===== config.mk =====
export PLATFORM = sky130hd
export DESIGN_NAME = ast_tx_top
export DESIGN_NICKNAME = d
export VERILOG_FILES = /design/src/rtl/ast_pkg.sv /design/src/rtl/ast_baud_gen.sv /design/src/rtl/ast_shifter.sv /design/src/rtl/ast_tx_top.sv
export SDC_FILE = /design/constraint.sdc
export NUM_CORES = 1
export LEC_CHECK = 0
export BUFFER_PORTS_ARGS = -buffer_cell sky130_fd_sc_hd__clkbuf_2
export CORE_MARGIN = 1
export CORE_UTILIZATION = 58
export DETAILED_ROUTE_END_ITERATION = 12
export PLACE_DENSITY = 0.81
export SLEW_MARGIN = 25
export SYNTH_ARGS = -nofsm -noshare
export SYNTH_HDL_FRONTEND = slang
export SYNTH_SLANG_ARGS = --single-unit

===== constraint.sdc =====
create_clock -name clock -period 7.4 [get_ports clock]
set_input_delay 0.37 -clock clock [delete_from_list [all_inputs] [get_ports clock]]
set_output_delay 0.37 -clock clock [all_outputs]
set_load 0.05 [all_outputs]

===== src/rtl/ast_pkg.sv =====
// constants, register map and field layout of the async serial transmitter
package ast_pkg;
    // word byte addresses on the wishbone slave
    localparam logic [3:0] ADDR_TX_CTRL  = 4'h0;
    localparam logic [3:0] ADDR_RX_CTRL  = 4'h4;
    localparam logic [3:0] ADDR_BAUD_CTL = 4'h8;
    localparam logic [3:0] ADDR_BRG_LO   = 4'hC;
    localparam logic [3:0] ADDR_BRG_HI   = 4'h0;
    localparam logic [3:0] ADDR_TX_BUF   = 4'h4;
    localparam logic [1:0] PAGE_LOW      = 2'h0;
    localparam logic [1:0] PAGE_HIGH     = 2'h1;
    // tx_control_status fields
    localparam int TXC_NINTH_BIT  = 0;
    localparam int TXC_SHIFT_EMPTY = 1;
    localparam int TXC_SYNC       = 4;
    localparam int TXC_ENABLE     = 5;
    localparam int TXC_NINE_SEL   = 6;
    localparam int TXC_BUF_EMPTY  = 7;
    // rx_control_status fields
    localparam int RXC_PORT_EN    = 7;
    // baud_control fields
    localparam int BDC_WIDE       = 3;
    localparam int BDC_INVERT     = 4;
    // reset values
    localparam logic [7:0] TXC_RESET = 8'h02;
    localparam logic [7:0] BRG_RESET = 8'h00;
    // timing: one instruction cycle is four system clocks
    localparam int CLK_HZ         = 50_000_000;
    localparam int TCY_CLOCKS     = 4;
    localparam int FRAME_BITS_MAX = 11;
    localparam logic [3:0] BITS_EIGHT = 4'hA;
    localparam logic [3:0] BITS_NINE  = 4'hB;
endpackage


===== src/rtl/ast_baud_gen.sv =====
// baud tick divider, 8 or 16 bit wide
`timescale 1ns/10ps
module ast_baud_gen #(
    parameter int WIDTH = 16
) (
    input  wire logic             clock,
    input  wire logic             sys_rst,
    input  wire logic             run,
    input  wire logic             wide,
    input  wire logic [WIDTH-1:0] divisor,
    output logic                  tick
);
    logic [WIDTH-1:0] count_reg;
    logic [WIDTH-1:0] limit;

    // narrow mode uses only the low byte of the divisor
    assign limit = wide ? divisor : {{(WIDTH-8){1'b0}}, divisor[7:0]};

    // restart on run so the first bit gets a full period
    always_ff @(posedge clock) begin
        if (sys_rst || !run) begin
            count_reg <= '0;
            tick      <= 1'b0;
        end else if (count_reg >= limit) begin
            count_reg <= '0;
            tick      <= 1'b1;
        end else begin
            count_reg <= count_reg + 1'b1;
            tick      <= 1'b0;
        end
    end
endmodule


===== src/rtl/ast_shifter.sv =====
// transmit shift register, frames one character lsb first
`timescale 1ns/10ps
module ast_shifter (
    input  wire logic       clock,
    input  wire logic       sys_rst,
    input  wire logic       load,
    input  wire logic [8:0] data,
    input  wire logic       nine,
    input  wire logic       tick,
    output logic            busy,
    output logic            line,
    output logic            stop_done
);
    logic [10:0] frame_reg;
    logic [3:0]  left_reg;

    // start at space, data lsb first, stop at mark; no parity
    always_ff @(posedge clock) begin
        if (sys_rst) begin
            frame_reg <= '1;
            left_reg  <= 4'h0;
            busy      <= 1'b0;
            stop_done <= 1'b0;
        end else if (load) begin
            // ninth bit is msb when selected
            frame_reg <= nine ? {1'b1, data, 1'b0} : {2'b11, data[7:0], 1'b0};
            left_reg  <= nine ? ast_pkg::BITS_NINE : ast_pkg::BITS_EIGHT;
            busy      <= 1'b1;
            stop_done <= 1'b0;
        end else if (busy && tick) begin
            frame_reg <= {1'b1, frame_reg[10:1]};
            left_reg  <= left_reg - 4'h1;
            busy      <= (left_reg != 4'h1);
            stop_done <= (left_reg == 4'h1);
        end else begin
            stop_done <= 1'b0;
        end
    end

    // idle leaves line at mark
    assign line = busy ? frame_reg[0] : 1'b1;
endmodule


===== src/rtl/ast_tx_top.sv =====
// async serial transmitter with classic wishbone register slave
`timescale 1ns/10ps
module ast_tx_top #(
    parameter int BRG_WIDTH = 16
) (
    input  wire logic        clock,
    input  wire logic        sys_rst,
    input  wire logic        wb_cyc_i,
    input  wire logic        wb_stb_i,
    input  wire logic        wb_we_i,
    input  wire logic [4:0]  wb_adr_i,
    input  wire logic [3:0]  wb_sel_i,
    input  wire logic [31:0] wb_dat_i,
    output logic [31:0]      wb_dat_o,
    output logic             wb_ack_o,
    input  wire logic        tx_pin_i,
    output logic             tx_pin_o,
    output logic             tx_pin_oe,
    output logic             rx_pin_oe,
    output logic             gpio_tx_free,
    output logic             tx_active
);
    logic [7:0] tx_ctrl_reg;
    logic       port_enable_reg;
    logic       invert_reg;
    logic       wide_reg;
    logic [7:0] brg_lo_reg;
    logic [7:0] brg_hi_reg;
    logic [8:0] hold_reg;
    logic       hold_full_reg;
    logic       flag_delay_reg;
    logic [1:0] tcy_cnt_reg;
    logic       tx_enable;
    logic       async_run;
    logic       bus_req;
    logic       wr_lane0;
    logic       buf_write;
    logic       load;
    logic       busy;
    logic       line;
    logic       tick;
    logic       tcy_edge;
    logic       pend_reg;

    // decode one register slot from a word address
    function automatic logic hit(input logic [4:0] adr, input logic [1:0] page, input logic [3:0] off);
        hit = ({1'b0, adr[4]} == page) && (adr[3:0] == off);
    endfunction

    assign tx_enable = tx_ctrl_reg[ast_pkg::TXC_ENABLE];
    // async mode needs enable, sync clear, port on
    assign async_run = tx_enable && !tx_ctrl_reg[ast_pkg::TXC_SYNC] && port_enable_reg;
    assign bus_req   = wb_cyc_i && wb_stb_i && !wb_ack_o;
    // writes land at the edge where the master sees ack
    assign wr_lane0  = wb_cyc_i && wb_stb_i && wb_ack_o && wb_we_i && wb_sel_i[0];
    // tx buffer lives at byte offset 4 (word 1) of the high page, apart from the divisor
    assign buf_write = wr_lane0 && hit(wb_adr_i, ast_pkg::PAGE_HIGH, ast_pkg::ADDR_TX_BUF);

    // single cycle answer, ack drops the next cycle
    always_ff @(posedge clock) begin
        if (sys_rst) begin
            wb_ack_o <= 1'b0;
        end else begin
            wb_ack_o <= bus_req;
        end
    end

    // control registers; status bits are read-only
    always_ff @(posedge clock) begin
        if (sys_rst) begin
            tx_ctrl_reg     <= ast_pkg::TXC_RESET;
            port_enable_reg <= 1'b0;
            invert_reg      <= 1'b0;
            wide_reg        <= 1'b0;
            brg_lo_reg      <= ast_pkg::BRG_RESET;
            brg_hi_reg      <= ast_pkg::BRG_RESET;
        end else if (wr_lane0) begin
            unique case (wb_adr_i)
                5'h00: begin
                    tx_ctrl_reg[ast_pkg::TXC_NINTH_BIT] <= wb_dat_i[ast_pkg::TXC_NINTH_BIT];
                    tx_ctrl_reg[ast_pkg::TXC_SYNC]      <= wb_dat_i[ast_pkg::TXC_SYNC];
                    tx_ctrl_reg[ast_pkg::TXC_ENABLE]    <= wb_dat_i[ast_pkg::TXC_ENABLE];
                    tx_ctrl_reg[ast_pkg::TXC_NINE_SEL]  <= wb_dat_i[ast_pkg::TXC_NINE_SEL];
                end
                5'h04: port_enable_reg <= wb_dat_i[ast_pkg::RXC_PORT_EN];
                5'h08: begin
                    invert_reg <= wb_dat_i[ast_pkg::BDC_INVERT];
                    wide_reg   <= wb_dat_i[ast_pkg::BDC_WIDE];
                end
                5'h0C: brg_lo_reg <= wb_dat_i[7:0];
                5'h10: brg_hi_reg <= wb_dat_i[7:0];
                default: ;
            endcase
        end
    end

    // instruction cycle divider: queued transfers wait for a tcy edge
    always_ff @(posedge clock) begin
        if (sys_rst) begin
            tcy_cnt_reg <= 2'h0;
        end else begin
            tcy_cnt_reg <= tcy_cnt_reg + 2'h1;
        end
    end
    assign tcy_edge = (tcy_cnt_reg == 2'(ast_pkg::TCY_CLOCKS - 1));

    // holding buffer; only path into the shifter
    always_ff @(posedge clock) begin
        if (sys_rst || !async_run) begin
            hold_reg      <= '0;
            hold_full_reg <= 1'b0;
        end else if (buf_write) begin
            hold_reg      <= {tx_ctrl_reg[ast_pkg::TXC_NINTH_BIT], wb_dat_i[7:0]};
            hold_full_reg <= 1'b1;
        end else if (load) begin
            hold_full_reg <= 1'b0;
        end
    end

    // char queued behind a busy shifter moves on the next tcy edge
    always_ff @(posedge clock) begin
        if (sys_rst || !async_run || load) begin
            pend_reg <= 1'b0;
        end else if (hold_full_reg && busy) begin
            pend_reg <= 1'b1;
        end
    end
    // idle shifter takes the char at once; a queued one waits at most one tcy
    assign load = hold_full_reg && !busy && (!pend_reg || tcy_edge);

    // empty flag falls with a write, but rises one cycle after the buffer empties
    always_ff @(posedge clock) begin
        if (sys_rst) begin
            flag_delay_reg <= 1'b0;
        end else begin
            flag_delay_reg <= tx_enable && !hold_full_reg && !buf_write;
        end
    end

    ast_baud_gen #(
        .WIDTH(BRG_WIDTH)
    ) u_baud (
        .clock  (clock),
        .sys_rst(sys_rst),
        .run    (busy),
        .wide   (wide_reg),
        .divisor(BRG_WIDTH'({brg_hi_reg, brg_lo_reg})),
        .tick   (tick)
    );

    ast_shifter u_shift (
        .clock    (clock),
        .sys_rst  (sys_rst || !async_run),
        .load     (load),
        .data     (hold_reg),
        .nine     (tx_ctrl_reg[ast_pkg::TXC_NINE_SEL]),
        .tick     (tick),
        .busy     (busy),
        .line     (line),
        .stop_done()
    );

    // status read back; baud format shared with receiver
    always_ff @(posedge clock) begin
        if (sys_rst) begin
            wb_dat_o <= '0;
        end else if (bus_req && !wb_we_i) begin
            wb_dat_o <= '0;
            unique case (wb_adr_i)
                5'h00: wb_dat_o[7:0] <= {flag_delay_reg, tx_ctrl_reg[6:2], !busy, tx_ctrl_reg[0]};
                5'h04: wb_dat_o[ast_pkg::RXC_PORT_EN] <= port_enable_reg;
                5'h08: wb_dat_o[7:0] <= {3'b000, invert_reg, wide_reg, 3'b000};
                5'h0C: wb_dat_o[7:0] <= brg_lo_reg;
                5'h10: wb_dat_o[7:0] <= brg_hi_reg;
                default: wb_dat_o <= '0;
            endcase
        end
    end

    // pin driven whenever the port and transmitter are on
    assign tx_pin_oe    = port_enable_reg && tx_enable;
    assign rx_pin_oe    = 1'b0;
    assign gpio_tx_free = !tx_pin_oe;
    // polarity applies only in async mode
    assign tx_pin_o     = tx_pin_oe ? (line ^ (invert_reg && !tx_ctrl_reg[ast_pkg::TXC_SYNC])) : tx_pin_i;
    assign tx_active    = busy;
endmodule


# Yosys cells after proc, flatten, opt, wreduce, memory -nomap -nowiden
# Index checks and enable logic that the tools add are counted.
word_totals:
  register_bits: 79
  n_memories: 0
  word_cells: 86
  ramBits: 0
  inputBits: 47
  rom_bits: 0
  latchBits: 0
op_classes:
  muxes: 16
  shifts: 0
  addsub: 3
  reduce_logical: 40
  bitwise_logic: 1
  n_eq_ne: 7
  n_div: 0
  n_lt_le_gt_ge: 1
  multipliers: 0
ops:
  columns: ["cell", "count"]
  rows:
  - ["one-hot mux 7 bit (4 select lines)", 1]
  - ["2-to-1 mux 11 bit", 2]
  - ["logical AND 1 bit", 18]
  - ["adder 16 x 1 -> 16 bit (second input constant)", 1]
  - [">= comparator 16 bit", 1]
  - ["2-to-1 mux 16 bit", 1]
  - ["equality test 5 x 4 -> 1 bit (second input constant)", 2]
  - ["2-to-1 mux 10 bit", 1]
  - ["AND reduction 2 bit", 5]
  - ["logical NOT 1 bit", 9]
  - ["2-to-1 mux 1 bit", 8]
  - ["2-to-1 mux 4 bit", 2]
  - ["equality test 5 x 3 -> 1 bit (second input constant)", 1]
  - ["equality test 5 bit (second input constant)", 1]
  - ["logical NOT 5 bit", 1]
  - ["equality test 4 x 3 -> 1 bit (second input constant)", 1]
  - ["logical OR 1 bit", 4]
  - ["!= test 4 x 1 -> 1 bit (second input constant)", 1]
  - ["one-hot mux 1 bit (4 select lines)", 1]
  - ["nonzero test 2 bit", 2]
  - ["subtractor 4 x 1 -> 4 bit (second input constant)", 1]
  - ["adder 2 x 1 -> 2 bit (second input constant)", 1]
  - ["equality test 2 bit (second input constant)", 1]
  - ["OR reduction 2 bit", 1]
  - ["bitwise XOR 1 bit", 1]

# Depth between registers and ports, before layout
logic_depth:
  ltp_word: 7
  depth_mapped: 8
  ltp_nobuf: 6

# Hierarchy
# Synthesis repeated with hierarchy kept, for this count alone.
hier_totals:
  cells_unflattened: 443
  area_unflattened_um2: 4088.9
by_module_without_submodules:
  columns: ["mod", "n_inst", "cells_each", "area_per_inst_um2", "seq_area_each_um2"]
  rows:
  - ["ast_tx_top", 1, 225, 2137.0, 920.9]
  - ["ast_baud_gen", 1, 135, 1186.1, 340.3]
  - ["ast_shifter", 1, 83, 765.7, 320.3]

# Least setup slack after synthesis
# OpenSTA, ideal clock, no wires.
synth_timing:
  path_kind: "reg2out"
  from: "register u_shift.busy"
  to: "output port tx_pin_o"
  required_ns: 7.030
  path_buffers: 0
  t_arrival_ns: 2.173
  slack_ns: 4.857
  stages_incl_launch_ff: 5
  cell_sequence: "dfxtp_1 > inv_1 > nor2_1 > xnor2_1 > o21ai_0"
synth_between:
  elab_chain_len: 3
synth_rtl:
  columns: ["element", "line_no", "text"]
  rows:
  - ["from (decl)", "ast_shifter.sv:10", "output logic busy,"]
  - ["from (signal assigned)", "ast_shifter.sv:33", "busy <= (left_reg != 4'h1);"]
  - ["2-to-1 mux 1 bit", "ast_shifter.sv:41", "assign line = busy ? frame_reg[0] : 1'b1;"]
  - ["bitwise XOR 1 bit", "ast_tx_top.sv:185", "assign tx_pin_o = tx_pin_oe ? (line ^ (invert_reg && !tx_ctrl_reg[ast_pkg::TXC_SYNC])) : tx_pin_i;"]
  - ["2-to-1 mux 1 bit", "ast_tx_top.sv:185", null]
  - ["to (decl)", "ast_tx_top.sv:17", "output logic tx_pin_o,"]
# Every way passes these cells.

# Worst setup path in the final report
layout_timing:
  from: "register wide_reg"
  to: "register u_baud.count_reg[15]"
layout_between:
  elab_chain_len: 3
layout_rtl:
  columns: ["element", "line_no", "text"]
  rows:
  - ["from (decl)", "ast_tx_top.sv:26", "logic wide_reg;"]
  - ["from (signal assigned)", "ast_tx_top.sv:88", "wide_reg <= wb_dat_i[ast_pkg::BDC_WIDE];"]
  - ["2-to-1 mux 16 bit", "ast_baud_gen.sv:17", "assign limit = wide ? divisor : {{(WIDTH-8){1'b0}}, divisor[7:0]};"]
  - [">= comparator 16 bit", "ast_baud_gen.sv:24", "end else if (count_reg >= limit) begin"]
  - ["OR reduction 2 bit (no source line)", null, null]
  - ["to (signal assigned)", "ast_baud_gen.sv:28", "count_reg <= count_reg + 1'b1;"]
  - ["to (decl)", "ast_baud_gen.sv:13", "logic [WIDTH-1:0] count_reg;"]
# Every way passes these cells.
# A chain may end at the register's enable or synchronous reset.

==> metrics.cfg <==
[critical_path]
cp_max_fo = 16
worstPathCellList = nand2_1 > ha_1 > a21o_1 > a221o_1 > a2111o_1 > a2111oi_0
crit_path_end_kind = flop
crit_family = compound AO/OA/AOI/OAI gates
arrival_ps = 2960
crit_path_top_delay_cell = a2111o_1
worst_setup_path_start_kind = flop
cp_num_buf_inv = 0
r2r_start = wide_reg
critical_path_required_ps = 7620
worstSetupPathType = flop to flop
r2r_end = u_baud.count_reg[15]
reg2reg_depth = 6
slowest_delay_ps = 640
r2r_slack_ps = 4660

[clocking]
postCtsHoldBufs = 0
clock_latency_ps = 360
post_cts_resized = 0
cts_tree = built
cts.path.max_buffers = 2
cts_made_buffers = 9
path_clk_slew_ps = 90
cts_sinks = 78
h-tree-depth = 3
root_buffer = clkbuf_8
postCtsSetupBuffers = 0

[route]
dr.first_iter.drc_count = 252
routed_wl_um = 8230
wire_per_inst_um = 15.3
post_drt_via_cell_ratio = 5.76
ant_nets = 0
first_pass_iters = 4
vias = 3092
drc = 0

[final_layout]
nFillCells = 539
drive_gt1_share_pct = 12.2
multi_input_area_mm2 = 0.00208
fin_cells = 537
fin_util_pct = 65.8
fin_nets = 522
diodes = 0
areaGrowthSynthToFinish_pct = 8.36
regArea_mm2 = 0.00156
largest_reg_flops = 16

[pwr]
power_density_mw_per_mm2 = 201
power.leakage_nw = 1.75
power_w = 0.000843
peakVddDrop_v = 0.000161

[sta]
tightest_slew_ps = 808
period_minus_slack_ps = 2740
max_freq_mhz = 365
setup_viol = 0
slew_viol_final = 0
relSlewSlack_pct = 46.2
finalHoldViolations = 0
finalSetupTns_ps = 0
finalCritPeriodShare_pct = 37.0
skew_ps = 12.7
rsz0062_at_grt = false
whs_ps = 236

[die]
die_w_um = 83.8
coreArea_mm2 = 0.00639
die_area_mm2 = 0.00701
start_util_pct = 60.7
die_h_um = 83.8
ios = 85
rows = 29

[hold_path]
whs_endpoint = wb_ack_o
min-delay-start = wb_stb_i
worstHoldPathCells = 3
hp-class = primary input to flop

[place]
dp_hpwl_um = 5870
place_inst = 521
portBuffers = 32
place.gp.congestion = 0.824

[flow_run]
cap_violations = 0

[synthesis]
synth_ff_type = dfxtp_1
yosysSeqAreaShare_pct = 40.3
synth_common_cells = dfxtp_1, nand2_1, nor2_1
syn_area_mm2 = 0.00388
synth-edff-count = 0
ys_ff_latch = 78
yosys.area.top_type = dfxtp_1
synth.distinct_cells = 52
async_flop_share_pct = 0
synth_top_cell_area_share_pct = 40.3
synth_area_leaders = dfxtp_1, mux2i_1, ha_1
yosysWarnings = 0
syn_avg_cell_area_um2 = 8.93
yosys.cell_count.top_type = dfxtp_1
netlist_instances = 434

[run_status]
status = completed

[grt]
grt_max_degree = 34
grt_first_pass_wirelength_um = 13600
track_usage_pct = 24.5
grt_overflow = 0
antenna_found_initial = 0
grt_pass1_vias = 2812

-- report_power, final --
| part | switching [W] | total (W) | internal (W) | leakage (nW) |
|---|---|---|---|---|
| clock network | 0.000173 | 0.000368 | 0.000195 | 0.112 |
| logic | 0.0000453 | 0.0000534 | 0.00000812 | 1.00 |
| registers | 0.000000791 | 0.000422 | 0.000421 | 0.629 |
-- worst max-delay path by stage --
| stage | from | endpoint | slack (ps) | cells after the start |
|---|---|---|---|---|
| 2_1_floorplan | u_shift.busy | tx_pin_o | 4860 | 4 |
| 3_3_place_gp | wide_reg | u_baud.count_reg[14] | 4710 | 6 |
| 3_5_place_dp | wide_reg | u_baud.count_reg[13] | 4700 | 6 |
| 4_1_cts | wide_reg | u_baud.count_reg[15] | 4660 | 6 |
| 5_1_grt | wide_reg | u_baud.count_reg[15] | 4400 | 6 |
| 6_report | wide_reg | u_baud.count_reg[15] | 4660 | 6 |
-- metal layers --
metal  track usage (%)  part of all wire (%)
met1              32.4                    45
met2              39.6                    48
met3              3.76                   5.3
met4              10.8                   1.7
met5                 0                     0
-- area by class of cell --
type	count	share of cell area [%]
clock buffer	9	2.95
tap	77	2.29
inverter	18	1.61
timing repair buffer	33	3.99
multi-input combinational	315	49.5
sequential	78	37.2
clock inverter	7	2.50
-- worst register-to-register path, cell delays in order, from the launching register on --
cell	delay, ps
dfxtp_1	550
nand2_1	110
ha_1	320
a21o_1	180
a221o_1	340
a2111o_1	640
a2111oi_0	470
-- cell families (layout without fill, tap and decap cells) --
family | count (synthesis) | count (layout) | synth area share, %
simple gates | 158 | 158 | 20.5
flops | 78 | 78 | 40.3
buf+inv | 65 | 67 | 9.20
compound gates | 60 | 60 | 10.5
mux | 38 | 38 | 9.81
fa+ha+maj | 20 | 20 | 6.46
xor+xnor | 14 | 14 | 3.16
other cells | 1 | 25 | 0.0967
-- placed cells by master, fill, tap and decap left out, types with 4 or more instances in the layout --
cell type / instances
a21oi_1: 14
a221oi_1: 9
and2_1: 4
and3_1: 4
clkbuf_2: 32
clkbuf_8: 9
conb_1: 25
dfxtp_1: 78
ha_1: 20
inv_1: 18
mux2i_1: 38
nand2_1: 46
nand3_1: 7
nand4_1: 8
nor2_1: 42
nor3_1: 7
nor4_1: 16
o21ai_0: 15
or3_1: 4
xor2_1: 11
-- through the flow --
stage	setup slack [ps]	area [µm²]
6_report	4660	4200
5_1_grt	4400	4200
4_1_cts	4660	4190
3_5_place_dp	4700	3960
3_3_place_gp	4710	3950
2_1_floorplan	4860	3970
(Power assumes the default switching activity.)
